[src/lcd_segment_control_consts.svh]
`ifndef LCD_SEGMENT_CONTROL_CONSTS_SVH
`define LCD_SEGMENT_CONTROL_CONSTS_SVH

// Register addresses on the special-function bus
`define ADDR_DISPLAY_CONTROL     8'h9d
`define ADDR_CONTRAST_SETPOINT   8'h9c
`define ADDR_MASTER_CONTROL      8'hab
`define ADDR_MASTER_CONFIG       8'hac
`define ADDR_DISPLAY_POWER       8'had
`define ADDR_MONITOR_CONTROL     8'hae
`define ADDR_SEGMENT_DATA_0      8'h89
`define ADDR_SEGMENT_DATA_1      8'h8a
`define ADDR_SEGMENT_DATA_2      8'h8b
`define ADDR_SEGMENT_DATA_3      8'h8c
`define ADDR_SEGMENT_DATA_4      8'h8d
`define ADDR_SEGMENT_DATA_5      8'h8e
`define ADDR_SEGMENT_DATA_6      8'h91
`define ADDR_SEGMENT_DATA_7      8'h92
`define ADDR_SEGMENT_DATA_8      8'h93
`define ADDR_SEGMENT_DATA_9      8'h94
`define ADDR_SEGMENT_DATA_10     8'h95
`define ADDR_SEGMENT_DATA_11     8'h96
`define ADDR_SEGMENT_DATA_12     8'h97
`define ADDR_SEGMENT_DATA_13     8'h99
`define ADDR_SEGMENT_DATA_14     8'h9a
`define ADDR_SEGMENT_DATA_15     8'h9b

// Field positions
`define CTRL_RESERVED_BIT        7
`define CTRL_DIV_MSB             6
`define CTRL_DIV_LSB             5
`define CTRL_BLANK_BIT           4
`define CTRL_SIZE_BIT            3
`define CTRL_MUX_MSB             2
`define CTRL_MUX_LSB             1
`define CTRL_BIAS_BIT            0
`define MASTER_RESERVED_BIT      7
`define MASTER_CLOCK_GATE_BIT    4
`define MASTER_REGULATE_BIT      2
`define MASTER_ENABLE_BIT        0
`define CONFIG_BYPASS_BIT        0
`define POWER_PUMP_BIT           3
`define MONITOR_ENABLE_BIT       7
`define SETPOINT_WIDTH           5

// Reset values
`define RESET_DISPLAY_CONTROL    8'h00
`define RESET_CONTRAST_SETPOINT  8'h00
`define RESET_MASTER_CONTROL     8'h20
`define RESET_MASTER_CONFIG      8'h00
`define RESET_DISPLAY_POWER      8'h00
`define RESET_MONITOR_CONTROL    8'h00
`define RESET_SEGMENT_DATA       8'h00

`endif

[src/lcd_segment_control_pkg.sv]
package lcd_segment_control_pkg;

  typedef enum logic [1:0] {
    DIV_BY_1     = 2'b00,
    DIV_BY_2     = 2'b01,
    DIV_BY_4     = 2'b10,
    DIV_RESERVED = 2'b11
  } clock_divide_type;

  typedef enum logic [1:0] {
    MUX_STATIC = 2'b00,
    MUX_TWO    = 2'b01,
    MUX_THREE  = 2'b10,
    MUX_FOUR   = 2'b11
  } multiplex_mode_type;

  typedef enum logic [2:0] {
    CONTRAST_NONE     = 3'b000,
    CONTRAST_BYPASS   = 3'b001,
    CONTRAST_MINIMUM  = 3'b010,
    CONTRAST_CONSTANT = 3'b011,
    CONTRAST_AUTO     = 3'b100
  } contrast_mode_type;

endpackage

[src/lcd_segment_control.sv]
`timescale 1ns/1ns
`include "lcd_segment_control_consts.svh"
// Behaviour
// RULE1: Display clock is oscillator divided by 1, 2 or 4; code 11 reserved.
// RULE2: Blank bit set forces every segment off regardless of data.
// RULE3: Size bit picks 16 segment pins when 0, 32 pins when 1.
// RULE4: Mux field picks static, 2-mux, 3-mux or 4-mux.
// RULE5: Bias bit gives 1/3 bias when 0, 1/2 bias when 1.
// RULE6: Bias bit is ignored in static mode.
// RULE7: Control bit 7 reads zero; software writes zero there.
// RULE8: Contrast target programmable in 60 mV steps, 1.9 V to 3.76 V.
// RULE9: Contrast mode decoded from four bits in four registers.
// RULE10: Mode 1 disables regulation; rail follows battery.
// RULE11: Mode 2 bypasses above threshold, pumps below it.
// RULE12: Mode 3 regulates above threshold, pumps below it.
// RULE13: Mode 4 regulates above threshold, bypasses below; pump never on.
// RULE14: Software may clear master bit 2 in modes 3 and 4.
// RULE15: Nibble bit n drives backplane n; only bits the mux uses count.
// RULE16: Software enables the display last via master bit 0.
// RULE17: Clock gate bit passes oscillator clock to module; 0 gates it.
// RULE18: Divider select change restarts the divider without a short pulse; the code drops the clock low on the next edge, whatever its phase.
module lcd_segment_control (
  input  wire logic         clock,
  input  wire logic         reset,
  input  wire logic [7:0]   sfr_addr,
  input  wire logic [7:0]   sfr_wdata,
  input  wire logic         sfr_write,
  input  wire logic         sfr_read,
  output logic      [7:0]   sfr_rdata,
  input  wire logic         lfo_clock_in,
  input  wire logic         battery_low,
  output logic              display_clock,
  output logic      [127:0] segment_on,
  output logic      [31:0]  segment_pin_active,
  output logic      [3:0]   backplane_active,
  output logic              bias_half,
  output logic              bias_enable,
  output logic      [4:0]   contrast_code,
  output logic              rail_from_battery,
  output logic              rail_regulated,
  output logic              pump_enable,
  output logic      [2:0]   contrast_mode
);

  logic [7:0] display_control_reg;
  logic [7:0] contrast_setpoint_reg;
  logic [7:0] display_master_control_reg;
  logic [7:0] display_master_config_reg;
  logic [7:0] display_power_reg;
  logic [7:0] battery_monitor_control_reg;
  logic [7:0] segment_data_regs [16];
  logic [7:0] sfr_rdata_reg;

  // Map a bus address onto one of the sixteen data bytes
  function automatic logic [4:0] data_index(input logic [7:0] addr);
    logic [4:0] idx;
    idx = 5'h10;
    unique case (addr)
      `ADDR_SEGMENT_DATA_0:  idx = 5'h00;
      `ADDR_SEGMENT_DATA_1:  idx = 5'h01;
      `ADDR_SEGMENT_DATA_2:  idx = 5'h02;
      `ADDR_SEGMENT_DATA_3:  idx = 5'h03;
      `ADDR_SEGMENT_DATA_4:  idx = 5'h04;
      `ADDR_SEGMENT_DATA_5:  idx = 5'h05;
      `ADDR_SEGMENT_DATA_6:  idx = 5'h06;
      `ADDR_SEGMENT_DATA_7:  idx = 5'h07;
      `ADDR_SEGMENT_DATA_8:  idx = 5'h08;
      `ADDR_SEGMENT_DATA_9:  idx = 5'h09;
      `ADDR_SEGMENT_DATA_10: idx = 5'h0a;
      `ADDR_SEGMENT_DATA_11: idx = 5'h0b;
      `ADDR_SEGMENT_DATA_12: idx = 5'h0c;
      `ADDR_SEGMENT_DATA_13: idx = 5'h0d;
      `ADDR_SEGMENT_DATA_14: idx = 5'h0e;
      `ADDR_SEGMENT_DATA_15: idx = 5'h0f;
      default:               idx = 5'h10;
    endcase
    return idx;
  endfunction

  logic [4:0] wr_index;
  assign wr_index = data_index(sfr_addr);

  // Configuration register writes
  always_ff @(posedge clock) begin
    if (reset) begin
      display_control_reg         <= `RESET_DISPLAY_CONTROL;
      contrast_setpoint_reg       <= `RESET_CONTRAST_SETPOINT;
      display_master_control_reg  <= `RESET_MASTER_CONTROL;
      display_master_config_reg   <= `RESET_MASTER_CONFIG;
      display_power_reg           <= `RESET_DISPLAY_POWER;
      battery_monitor_control_reg <= `RESET_MONITOR_CONTROL;
    end else if (sfr_write) begin
      unique case (sfr_addr)
        `ADDR_DISPLAY_CONTROL: begin
          // Reserved bit never stored, so it always reads zero
          display_control_reg <= {1'b0, sfr_wdata[6:0]}; // [RULE7]
        end
        `ADDR_CONTRAST_SETPOINT: begin
          // Upper bits reserved; 5-bit code steps 60 mV from 1.9 V
          contrast_setpoint_reg <= {3'b000, sfr_wdata[4:0]}; // [RULE8]
        end
        `ADDR_MASTER_CONTROL: begin
          display_master_control_reg <= {1'b0, sfr_wdata[6:0]};
        end
        `ADDR_MASTER_CONFIG:   display_master_config_reg   <= sfr_wdata;
        `ADDR_DISPLAY_POWER:   display_power_reg           <= sfr_wdata;
        `ADDR_MONITOR_CONTROL: battery_monitor_control_reg <= sfr_wdata;
        default: ;
      endcase
    end
  end

  // Segment data bytes
  always_ff @(posedge clock) begin
    if (reset) begin
      for (int i = 0; i < 16; i++) begin
        segment_data_regs[i] <= `RESET_SEGMENT_DATA;
      end
    end else if (sfr_write && !wr_index[4]) begin
      segment_data_regs[wr_index[3:0]] <= sfr_wdata;
    end
  end

  // Read data one cycle after the strobe; unmapped addresses read zero
  always_ff @(posedge clock) begin
    if (reset) begin
      sfr_rdata_reg <= 8'h00;
    end else if (sfr_read) begin
      unique case (sfr_addr)
        `ADDR_DISPLAY_CONTROL:   sfr_rdata_reg <= display_control_reg;
        `ADDR_CONTRAST_SETPOINT: sfr_rdata_reg <= contrast_setpoint_reg;
        `ADDR_MASTER_CONTROL:    sfr_rdata_reg <= display_master_control_reg;
        `ADDR_MASTER_CONFIG:     sfr_rdata_reg <= display_master_config_reg;
        `ADDR_DISPLAY_POWER:     sfr_rdata_reg <= display_power_reg;
        `ADDR_MONITOR_CONTROL:   sfr_rdata_reg <= battery_monitor_control_reg;
        default: begin
          if (!wr_index[4]) begin
            sfr_rdata_reg <= segment_data_regs[wr_index[3:0]];
          end else begin
            sfr_rdata_reg <= 8'h00;
          end
        end
      endcase
    end
  end
  assign sfr_rdata = sfr_rdata_reg;

  // Decoded control fields
  lcd_segment_control_pkg::clock_divide_type   div_sel;
  lcd_segment_control_pkg::multiplex_mode_type mux_sel;
  logic clock_gate_on;
  logic display_on;
  assign div_sel = lcd_segment_control_pkg::clock_divide_type'(
                   display_control_reg[`CTRL_DIV_MSB:`CTRL_DIV_LSB]);
  assign mux_sel = lcd_segment_control_pkg::multiplex_mode_type'(
                   display_control_reg[`CTRL_MUX_MSB:`CTRL_MUX_LSB]);
  assign clock_gate_on = display_master_control_reg[`MASTER_CLOCK_GATE_BIT];
  assign display_on    = display_master_control_reg[`MASTER_ENABLE_BIT];

  // Oscillator edge detection; input is already synchronous
  logic lfo_prev_reg;
  logic lfo_rise;
  always_ff @(posedge clock) begin
    if (reset) begin
      lfo_prev_reg <= 1'b0;
    end else begin
      lfo_prev_reg <= lfo_clock_in;
    end
  end
  assign lfo_rise = lfo_clock_in && !lfo_prev_reg;

  // Divider restart on a select change drops the display clock low on the next edge, whatever its phase
  logic [1:0] div_last_reg;
  logic       div_change;
  always_ff @(posedge clock) begin
    if (reset) begin
      div_last_reg <= 2'b00;
    end else begin
      div_last_reg <= div_sel;
    end
  end
  assign div_change = (div_last_reg != div_sel); // [RULE18]

  // Divider counter and divided clock
  logic       div_count_reg;
  logic       display_clock_reg;
  logic       display_clock_next;
  logic       div_count_next;
  always_comb begin
    display_clock_next = display_clock_reg;
    div_count_next     = div_count_reg;
    if (!clock_gate_on || div_change) begin
      // Gated or restarting: hold low, counter cleared
      display_clock_next = 1'b0; // [RULE17] [RULE18]
      div_count_next     = 1'b0;
    end else begin
      unique case (div_sel)
        lcd_segment_control_pkg::DIV_BY_1: begin
          display_clock_next = lfo_clock_in; // [RULE1]
        end
        lcd_segment_control_pkg::DIV_BY_2: begin
          if (lfo_rise) begin
            display_clock_next = !display_clock_reg; // [RULE1]
          end
        end
        lcd_segment_control_pkg::DIV_BY_4: begin
          if (lfo_rise) begin
            div_count_next = !div_count_reg;
            if (div_count_reg) begin
              display_clock_next = !display_clock_reg; // [RULE1]
            end
          end
        end
        lcd_segment_control_pkg::DIV_RESERVED: begin
          // Reserved code: clock held low rather than guessing a ratio
          display_clock_next = 1'b0;
        end
      endcase
    end
  end

  always_ff @(posedge clock) begin
    if (reset) begin
      display_clock_reg <= 1'b0;
      div_count_reg     <= 1'b0;
    end else begin
      display_clock_reg <= display_clock_next;
      div_count_reg     <= div_count_next;
    end
  end
  assign display_clock = display_clock_reg;

  // Backplanes in use for the chosen mux mode
  logic [3:0] backplane_mask;
  always_comb begin
    unique case (mux_sel)
      lcd_segment_control_pkg::MUX_STATIC: backplane_mask = 4'h1; // [RULE4]
      lcd_segment_control_pkg::MUX_TWO:    backplane_mask = 4'h3; // [RULE4]
      lcd_segment_control_pkg::MUX_THREE:  backplane_mask = 4'h7; // [RULE4]
      lcd_segment_control_pkg::MUX_FOUR:   backplane_mask = 4'hf; // [RULE4]
    endcase
  end

  // Per-pin segment state; one nibble per pin, low bit on backplane zero
  logic [127:0] segment_on_reg;
  logic [31:0]  pin_active_reg;
  genvar pin;
  generate
    for (pin = 0; pin < 32; pin++) begin : g_pin
      logic pin_used;
      // Upper 16 pins only exist in the large configuration
      assign pin_used = (pin < 16) || display_control_reg[`CTRL_SIZE_BIT]; // [RULE3]
      always_ff @(posedge clock) begin
        if (reset) begin
          segment_on_reg[pin*4 +: 4] <= 4'h0;
          pin_active_reg[pin]        <= 1'b0;
        end else begin
          pin_active_reg[pin] <= pin_used;
          if (!display_on || !pin_used ||
              display_control_reg[`CTRL_BLANK_BIT]) begin
            segment_on_reg[pin*4 +: 4] <= 4'h0; // [RULE2] [RULE3]
          end else begin
            segment_on_reg[pin*4 +: 4] <=
              segment_data_regs[pin/2][(pin%2)*4 +: 4] & backplane_mask; // [RULE15]
          end
        end
      end
    end
  endgenerate
  assign segment_on         = segment_on_reg;
  assign segment_pin_active = pin_active_reg;

  // Bias selection; static mode has no bias choice
  logic       bias_half_reg;
  logic       bias_enable_reg;
  logic [3:0] backplane_reg;
  always_ff @(posedge clock) begin
    if (reset) begin
      bias_half_reg   <= 1'b0;
      bias_enable_reg <= 1'b0;
      backplane_reg   <= 4'h0;
    end else begin
      bias_half_reg <= display_control_reg[`CTRL_BIAS_BIT] &&
                       (mux_sel != lcd_segment_control_pkg::MUX_STATIC); // [RULE5] [RULE6]
      bias_enable_reg <= display_master_control_reg[6];
      backplane_reg   <= display_on ? backplane_mask : 4'h0;
    end
  end
  assign bias_half        = bias_half_reg;
  assign bias_enable      = bias_enable_reg;
  assign backplane_active = backplane_reg;

  // Contrast mode from four scattered bits; bit 2 may be cleared in 3 and 4
  lcd_segment_control_pkg::contrast_mode_type cmode;
  logic [2:0] sel_bits;
  assign sel_bits = {display_master_config_reg[`CONFIG_BYPASS_BIT],
                     display_power_reg[`POWER_PUMP_BIT],
                     battery_monitor_control_reg[`MONITOR_ENABLE_BIT]};
  always_comb begin
    unique case (sel_bits)
      3'b100:  cmode = display_master_control_reg[`MASTER_REGULATE_BIT] ?
                       lcd_segment_control_pkg::CONTRAST_NONE :
                       lcd_segment_control_pkg::CONTRAST_BYPASS; // [RULE9]
      3'b111:  cmode = display_master_control_reg[`MASTER_REGULATE_BIT] ?
                       lcd_segment_control_pkg::CONTRAST_NONE :
                       lcd_segment_control_pkg::CONTRAST_MINIMUM; // [RULE9]
      3'b011:  cmode = lcd_segment_control_pkg::CONTRAST_CONSTANT; // [RULE9] [RULE14]
      3'b001:  cmode = lcd_segment_control_pkg::CONTRAST_AUTO; // [RULE9] [RULE14]
      default: cmode = lcd_segment_control_pkg::CONTRAST_NONE;
    endcase
  end

  // Rail routing; an undecoded combination falls back to plain bypass
  logic rail_battery_reg;
  logic rail_regulated_reg;
  logic pump_reg;
  logic [2:0] cmode_reg;
  logic [4:0] contrast_code_reg;
  always_ff @(posedge clock) begin
    if (reset) begin
      rail_battery_reg   <= 1'b1;
      rail_regulated_reg <= 1'b0;
      pump_reg           <= 1'b0;
      cmode_reg          <= 3'b000;
      contrast_code_reg  <= 5'h00;
    end else begin
      cmode_reg         <= cmode;
      contrast_code_reg <= contrast_setpoint_reg[`SETPOINT_WIDTH-1:0]; // [RULE8]
      unique case (cmode)
        lcd_segment_control_pkg::CONTRAST_MINIMUM: begin
          rail_battery_reg   <= !battery_low; // [RULE11]
          rail_regulated_reg <= 1'b0;
          pump_reg           <= battery_low; // [RULE11]
        end
        lcd_segment_control_pkg::CONTRAST_CONSTANT: begin
          rail_battery_reg   <= 1'b0;
          rail_regulated_reg <= !battery_low; // [RULE12]
          pump_reg           <= battery_low; // [RULE12]
        end
        lcd_segment_control_pkg::CONTRAST_AUTO: begin
          rail_battery_reg   <= battery_low; // [RULE13]
          rail_regulated_reg <= !battery_low; // [RULE13]
          pump_reg           <= 1'b0; // [RULE13]
        end
        default: begin
          rail_battery_reg   <= 1'b1; // [RULE10]
          rail_regulated_reg <= 1'b0; // [RULE10]
          pump_reg           <= 1'b0;
        end
      endcase
    end
  end
  assign rail_from_battery = rail_battery_reg;
  assign rail_regulated    = rail_regulated_reg;
  assign pump_enable       = pump_reg;
  assign contrast_mode     = cmode_reg;
  assign contrast_code     = contrast_code_reg;

endmodule

[config.mk]
export PLATFORM = sky130hd
export DESIGN_NAME = lcd_segment_control
export DESIGN_NICKNAME = d
export VERILOG_FILES = /design/src/lcd_segment_control_pkg.sv /design/src/lcd_segment_control.sv
export VERILOG_INCLUDE_DIRS = /design/src /design/src/src
export SDC_FILE = /design/constraint.sdc
export NUM_CORES = 1
export LEC_CHECK = 0
export ABC_AREA = 1
export ABC_CLOCK_PERIOD_IN_PS = 4000
export BUFFER_PORTS_ARGS = -buffer_cell sky130_fd_sc_hd__buf_2
export CORE_AREA = 2 2 150 152
export DETAILED_ROUTE_END_ITERATION = 7
export DIE_AREA = 0 0 152 154
export PLACE_DENSITY_LB_ADDON = 0.25
export SLEW_MARGIN = 0
export SYNTH_ARGS = -nofsm -noshare
export SYNTH_HDL_FRONTEND = slang
export SYNTH_SLANG_ARGS = --single-unit
[constraint.sdc]
create_clock -name clock -period 4 [get_ports clock]
set_input_delay 0.8 -clock clock [delete_from_list [all_inputs] [get_ports clock]]
set_output_delay 0.8 -clock clock [all_outputs]
set_load 0.05 [all_outputs]
# --- After elaboration in Yosys (flattened, before gate mapping) ---
# Memories as Yosys holds them, arrays and structs flattened.
# Cells that the tools add are included.
classes:
  eq_ne: 39
  n_mux: 21
  bitwise_logic: 35
  n_reduce_logical: 35
op_table:
  columns: ["cell", "count"]
  rows:
  - ["$eq 8x8->1 const B", 22]
  - ["$and 4x4->4", 32]
  - ["$pmux 5 s16", 1]
  - ["$pmux 8 s6", 1]
  - ["$mux 8", 2]
  - ["$pmux 4 s4", 1]
  - ["$reduce_or 2->1", 8]
  - ["$reduce_and 2->1", 7]
  - ["$pmux 3 s4", 1]
  - ["$mux 1", 11]
  - ["$eq 3x2->1 const B", 3]
  - ["$eq 3x3->1 const B", 3]
  - ["$eq 2x2->1 const B", 4]
  - ["$logic_not 1->1", 8]
  - ["$reduce_or 8->1", 1]
  - ["$ne 2x2->1 const B", 3]
  - ["$eq 2x1->1 const B", 2]
  - ["$logic_not 2->1", 2]
  - ["$logic_or 1x1->1", 4]
  - ["$mux 4", 1]
  - ["$pmux 1 s4", 1]
  - ["$eq 3x1->1 const B", 1]
  - ["$logic_and 1x1->1", 3]
  - ["$not 1->1", 3]
  - ["other kinds (5)", 5]
totals:
  ff_bits: 203
  ram_bits: 128
  in_bits: 22
  elab_cells: 184
  memories: 1
mem_list:
  columns: ["name", "words", "word_bits", "read_ports", "rd_clocked_by_memory_dff", "wr", "line", "source"]
  rows:
  - ["segment_data_regs", 16, 8, 17, 0, 16, "lcd_segment_control.sv:51", "logic [7:0] segment_data_regs [16];"]

# --- Logic depth before layout (Yosys ltp) ---
logic_depth:
  ltp_word: 9
  ltp_mapped: 17
  ltp_nobuf: 15

# --- Least setup slack after synthesis ---
# No wires, ideal clock.
synth_timing:
  path_type: "input-to-reg"
  start: "in sfr_addr[6]"
  end: "mem segment_data_regs[12][0] (enable)"
  setup_ns: 0.329
  arrival_time_ns: 2.321
  required_ns: 3.671
  setup_slack_ns: 1.350
  path_stages: 11
  n_path_buf: 1
  cell_sequence: "inv_1 nand2_1 nor2_4 nand2_1 o21ai_2 nor2_8 o2111ai_2 and3_1 buf_2 nand2_4 nand2_1"
synth_lines:
  columns: ["element", "line", "source"]
  rows:
  - ["start: declaration", "lcd_segment_control.sv:25", "input wire logic [7:0] sfr_addr,"]
  - ["end: declaration", "lcd_segment_control.sv:51", null]

==> results.toml <==
[placement]
gp_congestion = 0.929
hpwlAfterDp_mm = 23.6
dp_cells = 1925
io_buffers = 207

[pwr]
cellPowerDensity_nw_per_um2 = 450
power_leakage_nw = 7.09
finalPower_mw = 6.80
ir_worst_vdd_v = 0.000297

[routing]
wirelength_mm = 34.6
vias = 10800
dr.pass1.iters = 6
detail_route.drc_violations = 0
wire_per_inst_um = 17.5
drtAntennaViolNets = 0
drtIter0Drc = 1360
viasPerCell = 5.46

[timing]
fmaxAchievable_ghz = 0.351
setup-tns-final_ns = 0
hold_violations = 0
min_period_over_period_pct = 71.3
relSlewSlack_pct = 36.5
fin_worst_skew_ns = 0.0182
tightest_slew_ns = 0.947
slew_viol_final = 0
min_period_ns = 2.85
grt_setup_unrepaired = "no"
hold_ws_ns = 0.432
final-setup-viol-count = 0

[logic_synthesis]
syn-cell-area_um2 = 13100
synth-seq-cells = 331
syn_inst = 1523
synth_nets = 1548
ys.flop_type = "dfxtp_1"
synth-edff-count = 128
synth-async-reset-ratio_pct = 0
synth_area_per_cell_um2 = 8.62
synth.distinct_cells = 37
ys_seq_area_share_pct = 60.2
yosys_warnings = 0

[final_layout]
drive_gt1_share_pct = 17.6
layout_common_cells = "nand2_1, nor2_1, buf_2, dfxtp_1, inv_1"
nNetsFinal = 1704
n_antenna_cell = 0
fill_cells = 1692
final_cells = 1983
final_common_cell = "nand2_1"
final_util_pct = 69.7
area_growth_pct = 15.0

[die]
die_w_um = 152
die_h_um = 154
start_util_pct = 60.6
coreArea_um2 = 21700
die-area_um2 = 23400
rows = 54
io_pins = 208

[clock_network]
clk_pin_slew_ns = 0.06
cts_tree = "yes"
cts_buffers = 31
hold_buffers = 0
ctsRootBufferMaster = "clkbuf_16"
post_cts_resize_count = 0
clock_sinks = 331
cts_buffer_depth = 3
h-tree-depth = 1
cts_setup_buffers = 0
clock_latency_ns = 0.56

[critical_path]
startpoint_type = "input pin"
crit_type = "input pin to flip-flop"
crit_fanout = 35
crit_buf_inv = 2
cpMostUsedCell = "nand2_1"
cp_slowest_cell = "nor2_8"
cpPeakStageDelay_ns = 0.45
cp-end-kind = "flip-flop"
crit_chain = "buf_2 -> inv_1 -> nand2_1 -> nand2_1 -> nand3b_1 -> nand2_2 -> nor2_8 -> o2111ai_2 -> and3_1 -> nand2_4 -> nand2_1"
cp.required_ns = 4.24
cp.arrival_ns = 3.09
critPathTopFamily = "simple AND/OR/NAND/NOR gates"

[global_route]
track_usage_pct = 28.9
antenna_found_initial = 0
grt_pass1_wl_mm = 53.9
globalRoute.totalOverflow = 0
grt_pass1_vias = 10000
grt_max_degree = 51

[run_status]
status = "finished, final reports clean"

[worst_hold_path]
worstHoldPathType = "input pin to flip-flop"

[flow_run]
maxCapViolCount = 0
stage by stage:
step / setup WS (ns) / cell area, um2
detailed placement: 0.663 / 14100
finish: 1.15 / 15100
global route: 0.945 / 15100
CTS: 1.21 / 15100
global placement: 0.761 / 14100
floorplan: 1.35 / 13100
layout make-up:
cell class / instances / area (um2) / share of cell area [%]
flip-flops and latches: 331 / 7910 / 52.3
repair buffers: 222 / 1170 / 7.73
multi-input cells: 899 / 3980 / 26.4
clock inverters: 11 / 87.6 / 0.580
well taps: 280 / 350 / 2.32
inverters: 194 / 728 / 4.82
clock buffers: 46 / 883 / 5.85
metal layers:
metal | up-vias | track usage, % | share of wire, %
li1 | 5091 | - | -
met1 | 4925 | 40.6 | 40
met2 | 720 | 45.3 | 46
met3 | 90 | 5.55 | 11
met4 | 0 | 9.92 | 2.9
met5 | - | 0 | 0
cells by family (layout without fill, tap and decap cells):
logic type	count (synthesis)	after routing	share of synthesized area, %
simple gates	745	745	23.8
flops	331	331	60.2
buf+inv	293	473	9.49
compound gates	150	150	6.15
fa+ha+maj	3	3	0.286
xor+xnor	1	1	0.0667
Yosys cell counts (13+ instances only):
| library cell | n | area share, % |
|---|---|---|
| nand2_1 | 322 | 9.2 |
| a21oi_1 | 54 | 2.1 |
| o22ai_1 | 13 | 0.62 |
| clkbuf_1 | 47 | 1.3 |
| nand2_2 | 17 | 0.81 |
| o21ai_0 | 71 | 2.7 |
| nand3_1 | 63 | 2.4 |
| edfxtp_1 | 128 | 29 |
| nor3_1 | 61 | 2.3 |
| dfxtp_1 | 203 | 31 |
| inv_1 | 184 | 5.3 |
| buf_4 | 33 | 1.9 |
| nor2_1 | 257 | 7.3 |
power breakdown:
part	internal, mW	leakage [nW]	total, mW	switching (mW)
Clock	1.59	0.471	2.82	1.22
Sequential	3.57	2.85	3.60	0.0291
Combinational	0.0847	3.77	0.386	0.301
worst paths after layout:
| check | from | to | slack [ns] | cells after the start |
|---|---|---|---|---|
| hold / removal | battery_low | rail_regulated | 0.43 | 2 |
| hold reg to reg | display_master_config_reg[1] | display_master_config_reg[1] | 0.45 | 2 |
| setup reg to reg | display_master_control_reg[0] | segment_on[112] | 1.94 | 10 |
| setup / recovery | sfr_addr[0] | segment_data_regs[12][6] | 1.15 | 11 |
Note: power is estimated with default switching activity, not from simulation.
